`config.mk`:
```
export PLATFORM = sky130hd
export DESIGN_NAME = ire_endec
export DESIGN_NICKNAME = d
export VERILOG_FILES = /design/src/hw/ire_fifo.v /design/src/hw/ire_encoder.v /design/src/hw/ire_endec.v
export VERILOG_INCLUDE_DIRS = /design/src /design/src/shared
export SDC_FILE = /design/constraint.sdc
export NUM_CORES = 1
export LEC_CHECK = 0
export BUFFER_PORTS_ARGS = -buffer_cell sky130_fd_sc_hd__buf_2
export CORE_MARGIN = 2
export CORE_UTILIZATION = 50
export DETAILED_ROUTE_END_ITERATION = 6
export PLACE_DENSITY_LB_ADDON = 0.1
export SETUP_SLACK_MARGIN = 0.02
export SLEW_MARGIN = 10
export SYNTH_ARGS = -nofsm -noshare
export SYNTH_HDL_FRONTEND = slang
export SYNTH_HIERARCHICAL = 1
export SYNTH_SLANG_ARGS = --single-unit
```
`constraint.sdc`:
```
create_clock -name core_clk -period 3.1 [get_ports core_clk]
set_input_delay 0.31 -clock core_clk [delete_from_list [all_inputs] [get_ports core_clk]]
set_output_delay 0.31 -clock core_clk [all_outputs]
set_load 0.01 [all_outputs]
```
`src/shared/ire_regs.vh`:
```
// Constants for the infrared pulse encoder/decoder.
// Assumes a 25 MHz core clock and a UART with 16 baud ticks per bit.
//
// Overview of operation
// - Every bit spans sixteen baud ticks.
// - Transmit one keeps the output low throughout.
// - Transmit zero: low seven, high three, low six.
// - Enabled: modulated signal drives the transmit pin.
// - Enabled: decoded stream, not raw pin, feeds UART.
// - Half duplex; no simultaneous transmit and receive.
// - Timing from baud divisor: clock/(16*divisor).
// - Rates 9600 to 115200 baud are supported.
// - Receive tick counter runs zero through fifteen.
// - Decoded stream lags input by eight ticks.
// - Falling edge while idle or in window resets the receive tick counter.
// - At count eight, update the decoded output.
// - Window opens at twelve, closes at eight.
// - Pulse in window repeats; none returns idle.
// - Resynchronizing never disturbs the UART receiver.
`ifndef IRE_REGS_VH
`define IRE_REGS_VH

`define IRE_TICKS_PER_BIT 16
`define IRE_PHASE_LAST 4'hF
`define IRE_PULSE_FIRST 4'h7
`define IRE_PULSE_LAST 4'h9
`define IRE_RX_UPDATE 4'h8
`define IRE_RX_WINDOW 4'hC
`define IRE_DIV_WIDTH 16
`define IRE_FIFO_DEPTH 16
`define IRE_CLK_HZ 25000000
`define IRE_MIN_CLK_HZ 1000000
`define IRE_RST_LINE 1'b1
`define IRE_RST_IR 1'b0

`endif

```
`src/hw/ire_fifo.v`:
```
// Synchronous FIFO of bits waiting for the encoder.
// Assumes one clock; depth is a power of two.
`timescale 1ns/1ps
`default_nettype none
module ire_fifo #(
    parameter WIDTH = 1,
    parameter DEPTH = 16,
    parameter AW = 4
) (
    input wire core_clk,
    input wire resetn,
    input wire in_valid,
    input wire [WIDTH-1:0] in_data,
    output reg in_ready,
    output reg out_valid,
    output wire [WIDTH-1:0] out_data,
    input wire out_ready
);
    reg [WIDTH-1:0] mem [0:DEPTH-1];
    reg [AW-1:0] wr_ptr;
    reg [AW-1:0] rd_ptr;
    reg [AW:0] count;
    reg [AW:0] next_count;
    wire push;
    wire pop;

    assign push = in_valid && in_ready;
    assign pop = out_valid && out_ready;
    assign out_data = mem[rd_ptr];

    always @* begin
        next_count = count;
        if (push && !pop) begin
            next_count = count + 1'b1;
        end else if (pop && !push) begin
            next_count = count - 1'b1;
        end
    end

    always @(posedge core_clk) begin
        if (push) begin
            mem[wr_ptr] <= in_data;
        end
    end

    always @(posedge core_clk or negedge resetn) begin
        if (!resetn) begin
            wr_ptr <= {AW{1'b0}};
            rd_ptr <= {AW{1'b0}};
            count <= {(AW+1){1'b0}};
            in_ready <= 1'b0;
            out_valid <= 1'b0;
        end else begin
            if (push) begin
                wr_ptr <= wr_ptr + 1'b1;
            end
            if (pop) begin
                rd_ptr <= rd_ptr + 1'b1;
            end
            count <= next_count;
            in_ready <= (next_count != DEPTH[AW:0]);
            out_valid <= (next_count != {(AW+1){1'b0}});
        end
    end
endmodule
`default_nettype wire

```
`src/hw/ire_encoder.v`:
```
// Pulse encoder: one queued bit per sixteen baud ticks.
// Assumes baud_tick is a one-clock pulse at sixteen per bit.
`timescale 1ns/1ps
`default_nettype none
`include "ire_regs.vh"
module ire_encoder (
    input wire core_clk,
    input wire resetn,
    input wire baud_tick,
    input wire enable,
    input wire bit_valid,
    input wire bit_data,
    output wire bit_take,
    output reg ir_out,
    output reg busy
);
    reg [3:0] phase;
    reg cur_bit;
    reg active;
    wire at_end;

    assign at_end = (phase == `IRE_PHASE_LAST);
    // Take a new bit only on a bit boundary
    assign bit_take = enable && baud_tick && bit_valid
        && (!active || at_end);

    always @(posedge core_clk or negedge resetn) begin
        if (!resetn) begin
            phase <= 4'h0;
            cur_bit <= `IRE_RST_LINE;
            active <= 1'b0;
            ir_out <= `IRE_RST_IR;
            busy <= 1'b0;
        end else begin
            if (!enable) begin
                active <= 1'b0;
                phase <= 4'h0;
            end else if (bit_take) begin
                cur_bit <= bit_data;
                active <= 1'b1;
                phase <= 4'h0;
            end else if (baud_tick && active) begin
                phase <= phase + 1'b1;
                if (at_end) begin
                    active <= 1'b0;
                end
            end
            // Zero gets a three-tick pulse after seven low ticks
            ir_out <= enable && active && !cur_bit
                && (phase >= `IRE_PULSE_FIRST)
                && (phase <= `IRE_PULSE_LAST);
            busy <= enable && (active || bit_valid);
        end
    end
endmodule
`default_nettype wire

```
`src/hw/ire_endec.v`:
```
// Top of the infrared pulse encoder/decoder with baud tick source.
// Assumes pin and UART signals are synchronous to core_clk.
`timescale 1ns/1ps
`default_nettype none
`include "ire_regs.vh"
module ire_endec #(
    parameter DIV_WIDTH = `IRE_DIV_WIDTH,
    parameter FIFO_DEPTH = `IRE_FIFO_DEPTH,
    parameter FIFO_AW = 4
) (
    input wire core_clk,
    input wire resetn,
    input wire uart_enable,
    input wire infrared_enable_bit,
    input wire [DIV_WIDTH-1:0] baud_divisor,
    input wire uart_txd,
    input wire uart_tx_valid,
    input wire uart_tx_bit,
    output wire uart_tx_ready,
    output reg txd_pin,
    input wire ir_pulse_in,
    output reg uart_rxd,
    output reg baud_tick_out,
    output reg tx_busy,
    output reg rx_active
);
    localparam ST_IDLE = 3'b001;
    localparam ST_FIRST = 3'b010;
    localparam ST_WINDOW = 3'b100;

    reg [DIV_WIDTH-1:0] div_cnt;
    reg baud_tick;
    reg [2:0] rx_state;
    reg [2:0] next_rx_state;
    reg [3:0] rx_cnt;
    reg [3:0] next_rx_cnt;
    reg rx_demod;
    reg next_rx_demod;
    reg pin_prev;
    wire ir_on;
    wire fall;
    wire fifo_valid;
    wire fifo_bit;
    wire enc_take;
    wire enc_ir;
    wire enc_busy;
    wire fifo_in_ready;

    assign ir_on = infrared_enable_bit && uart_enable;
    assign fall = pin_prev && !ir_pulse_in;
    assign uart_tx_ready = fifo_in_ready;

    // Baud tick: one pulse every divisor clocks, sixteen per bit
    always @(posedge core_clk or negedge resetn) begin
        if (!resetn) begin
            div_cnt <= {DIV_WIDTH{1'b0}};
            baud_tick <= 1'b0;
        end else if (!uart_enable) begin
            div_cnt <= {DIV_WIDTH{1'b0}};
            baud_tick <= 1'b0;
        end else if (div_cnt + 1'b1 >= baud_divisor) begin
            div_cnt <= {DIV_WIDTH{1'b0}};
            baud_tick <= 1'b1;
        end else begin
            div_cnt <= div_cnt + 1'b1;
            baud_tick <= 1'b0;
        end
    end

    ire_fifo #(
        .WIDTH(1),
        .DEPTH(FIFO_DEPTH),
        .AW(FIFO_AW)
    ) u_fifo (
        .core_clk(core_clk),
        .resetn(resetn),
        .in_valid(uart_tx_valid && ir_on),
        .in_data(uart_tx_bit),
        .in_ready(fifo_in_ready),
        .out_valid(fifo_valid),
        .out_data(fifo_bit),
        .out_ready(enc_take)
    );

    ire_encoder u_enc (
        .core_clk(core_clk),
        .resetn(resetn),
        .baud_tick(baud_tick),
        .enable(ir_on),
        .bit_valid(fifo_valid),
        .bit_data(fifo_bit),
        .bit_take(enc_take),
        .ir_out(enc_ir),
        .busy(enc_busy)
    );

    // Receive decoder
    always @* begin
        next_rx_state = rx_state;
        next_rx_cnt = rx_cnt;
        next_rx_demod = rx_demod;
        if (!ir_on || enc_busy) begin
            // Own transmission must not be read back
            next_rx_state = ST_IDLE;
            next_rx_cnt = 4'h0;
            next_rx_demod = `IRE_RST_LINE;
        end else begin
            case (rx_state)
                ST_IDLE: begin
                    if (fall) begin
                        next_rx_state = ST_FIRST;
                        next_rx_cnt = 4'h0;
                    end
                end
                ST_FIRST: begin
                    if (baud_tick) begin
                        next_rx_cnt = rx_cnt + 1'b1;
                        if (next_rx_cnt == `IRE_RX_UPDATE) begin
                            next_rx_demod = 1'b0;
                        end
                        if (next_rx_cnt == `IRE_RX_WINDOW) begin
                            next_rx_state = ST_WINDOW;
                            // Pulse on the opening tick is inside
                            if (fall) begin
                                next_rx_state = ST_FIRST;
                                next_rx_cnt = 4'h0;
                            end
                        end
                    end
                end
                ST_WINDOW: begin
                    if (fall) begin
                        // Pulse in window starts the next decode
                        next_rx_state = ST_FIRST;
                        next_rx_cnt = 4'h0;
                    end else if (baud_tick) begin
                        next_rx_cnt = rx_cnt + 1'b1;
                        if (next_rx_cnt == `IRE_RX_UPDATE) begin
                            next_rx_demod = 1'b1;
                            next_rx_state = ST_IDLE;
                        end
                    end
                end
                default: begin
                    next_rx_state = ST_IDLE;
                    next_rx_cnt = 4'h0;
                    next_rx_demod = `IRE_RST_LINE;
                end
            endcase
        end
    end

    always @(posedge core_clk or negedge resetn) begin
        if (!resetn) begin
            rx_state <= ST_IDLE;
            rx_cnt <= 4'h0;
            rx_demod <= `IRE_RST_LINE;
            pin_prev <= `IRE_RST_LINE;
        end else begin
            rx_state <= next_rx_state;
            rx_cnt <= next_rx_cnt;
            rx_demod <= next_rx_demod;
            pin_prev <= ir_pulse_in;
        end
    end

    // Pin and UART steering, all outputs registered
    always @(posedge core_clk or negedge resetn) begin
        if (!resetn) begin
            txd_pin <= `IRE_RST_LINE;
            uart_rxd <= `IRE_RST_LINE;
            baud_tick_out <= 1'b0;
            tx_busy <= 1'b0;
            rx_active <= 1'b0;
        end else begin
            if (ir_on) begin
                txd_pin <= enc_ir;
                uart_rxd <= rx_demod;
            end else begin
                txd_pin <= uart_txd;
                uart_rxd <= ir_pulse_in;
            end
            baud_tick_out <= baud_tick;
            tx_busy <= enc_busy;
            rx_active <= (rx_state != ST_IDLE);
        end
    end
endmodule
`default_nettype wire

```
==> results.cfg <==
[power]
seqPwrFrac = 0.514
power_density_nw_per_um2 = 485.7
p_sw_frac = 0.2851
ir_drop_mv = 0.3772
internal_power_mw = 1.543
leakage_nw = 1.994
power.switching_mw = 0.6152
clockPowerShare = 0.331
power_frac_comb = 0.155

[clock_network]
clk_latency_ps = 340
cts_made_buffers = 9
tritoncts = built
cts_buffer_depth = 2
clkSlewWorstSetupHoldPaths_ps = 70
postCtsSetupRepairBufs = 0
htreeDepth = 3
clock-sinks = 70
cts-root-buf = clkbuf_8

[floorplanning]
row_count = 32
dieHeight_um = 93.17
start_util = 0.5144
core_um2 = 7727
die_area_um2 = 8680
dieWidth_um = 93.17
pin_count = 30

[timing]
rsz0062_at_grt = no
tightest_slew_ps = 854.9
final-max-slew-violation-count = 0
skew_ps = 7.946
fin_crit_sh = 0.8919
setup_violations = 0
relSlewSlack = 0.4301
period_needed_ps = 2765
timing.setup.tns_ps = 0
hold_viol = 0
fmax_mhz = 361.7

[drt]
num_vias = 2738
wl_um = 7138
ant_nets = 0
drtPass1Iterations = 4
wl_per_cell_um = 13.91
drt_iter0_markers = 96
post-route-drc-count = 0
via_per_inst = 5.337

[grt]
grt_pass1_vias = 2702
track_usage = 0.1824
overflow = 0
antenna_found_initial = 0
grt_first_pass_wirelength_um = 12320
grt_start_max_net_pins = 40

[place]
portBuffers = 29
place.gp.congestion = 0.8990
placed_cell_area_um2 = 4253
dp_hpwl_um = 5389

[finish]
final_cell_mix = 48 x dfrtp_1, 33 x inv_1, 29 x buf_2
drive_gt1_frac = 0.1873
nNetsFinal = 458
final_area_um2 = 4443
layout_commonest_cell = dfrtp_1
antennaDiodeCount = 0
area_growth_pct = 11.77

[synth]
ys_seq_area_frac = 0.4627
syn_nets = 418
ys_ff_latch = 70
synth_cells = 366
syn_avg_cell_area_um2 = 10.86
async_reset_ff_frac = 0.7714
synth_edf_count = 16
synthesis.area_um2 = 3975
yosys_warnings = 6
synthFlopType = dfrtp_1
netlist-cell-type-count = 64

[critical_path]
r2r-end = div_cnt[15]$_DFF_PN0_
crit_type = register to register
r2r-start = div_cnt[2]$_DFF_PN0_
cp_max_fo = 7
worstPathArrival_ps = 3030
start_kind = register
worst-r2r-setup-slack_ps = 340
rr_worst_depth = 11
end_kind = register
cp_data_required_time_ps = 3370

[hold_path]
hold_path.class = input pin to asynchronous set/reset pin

[run]
cap_violations = 0

[status]
status = complete, no violations
## metrics by stage
stage          hold slack, ps  setup slack [ps]  power [mW]  utilization  std cells
2_1_floorplan           14.41             664.8       1.347            -        366
3_3_place_gp            372.7             417.0       1.453       0.5504        497
3_5_place_dp            380.0             311.5       1.464       0.5504        497
4_1_cts                 65.05             299.5       2.185       0.5750        513
5_1_grt                 55.03             23.04       2.293       0.5750        513
6_report                70.97             335.3       2.158       0.5750        513
## critical path, cell delays in order (launching register included)
cell	delay, ps
dfrtp_1	410
and4_1	290
nand4_2	220
nor2_1	180
xor2_1	200
ha_1	280
a211oi_1	230
o21ai_0	140
o2111ai_1	160
o2111ai_2	240
buf_4	240
nor2b_1	110
## synthesized netlist by cell type, types with 3 or more instances
library cell / number / area (um^2)
and3_1: 7 / 43.79
a211oi_1: 4 / 30.03
xor2_1: 7 / 61.31
dfstp_2: 6 / 157.7
a21oi_1: 12 / 60.06
o21ai_1: 3 / 15.01
nand3b_1: 3 / 22.52
o211ai_1: 6 / 45.04
nor2_1: 17 / 63.81
o21ai_0: 7 / 35.03
nor2b_1: 17 / 106.4
mux2_2: 4 / 45.04
ha_1: 28 / 350.3
and2_1: 15 / 93.84
inv_1: 33 / 123.9
dfrtp_1: 48 / 1201
a211oi_2: 3 / 37.54
nand4_1: 7 / 43.79
nand2b_1: 7 / 43.79
nor3_1: 12 / 60.06
nand3_1: 15 / 75.07
edfxtp_1: 16 / 480.5
nand2_1: 20 / 75.07
xnor2_1: 19 / 166.4
## power groups by stage
| stage | Clock [mW] | Combinational (mW) | Sequential, mW |
|---|---|---|---|
| 3_5_place_dp | 0 | 0.338 | 1.13 |
| 4_1_cts | 0.738 | 0.340 | 1.11 |
| 3_3_place_gp | 0 | 0.331 | 1.12 |
| 6_report | 0.714 | 0.334 | 1.11 |
| 5_1_grt | 0.780 | 0.389 | 1.12 |
| 2_1_floorplan | 0 | 0.241 | 1.11 |
## state kept, by name, indices dropped and copies added (netlist names), 3 cells and up
register and count:
div_cnt 16, rx_cnt 4, rx_state 3, u_enc/phase 4
u_fifo/count 5, u_fifo/mem 16, u_fifo/rd_ptr 4, u_fifo/wr_ptr 4
## layout make-up
type	count	area (um^2)
fill	673	3284
multi-input combinational	259	1987
sequential	70	1839
timing repair buffer	33	175.2
clock buffer	10	127.6
tap	102	127.6
inverter	33	123.9
clock inverter	6	62.56
## cell families after synthesis
logic type,after synthesis,synth area share
simple gates,137,0.1970
flops,70,0.4627
compound gates,58,0.1165
buf+inv,37,0.03746
fa+ha+maj,28,0.08813
xor+xnor,26,0.05729
mux,10,0.04092
## timing repair
| action | CTS | global route |
|---|---|---|
| hold buffers | 0 | 0 |
| setup endpoints to repair | 0 | 1 |
| gates resized for setup | 0 | 0 |
## how the worst max path moves through the flow
| stage | slack, ps | to | from |
|---|---|---|---|
| floorplan | 660 | div_cnt[10]$_DFF_PN0_ | div_cnt[2]$_DFF_PN0_ |
| global placement | 420 | div_cnt[13]$_DFF_PN0_ | div_cnt[2]$_DFF_PN0_ |
| detailed placement | 310 | div_cnt[13]$_DFF_PN0_ | div_cnt[2]$_DFF_PN0_ |
| CTS | 300 | div_cnt[15]$_DFF_PN0_ | div_cnt[2]$_DFF_PN0_ |
| global route | 20 | div_cnt[15]$_DFF_PN0_ | div_cnt[2]$_DFF_PN0_ |
| finish | 340 | div_cnt[15]$_DFF_PN0_ | div_cnt[2]$_DFF_PN0_ |
## routing by layer
| metal | share of wire | vias up | GRT usage |
|---|---|---|---|
| met5 | 0 | - | 0 |
| met4 | 0.012 | 0 | 0.06005 |
| met3 | 0.039 | 7 | 0.05157 |
| met2 | 0.49 | 42 | 0.3050 |
| met1 | 0.46 | 1311 | 0.2289 |
| li1 | - | 1378 | - |
No activity file was read; power rests on OpenSTA's default activity.
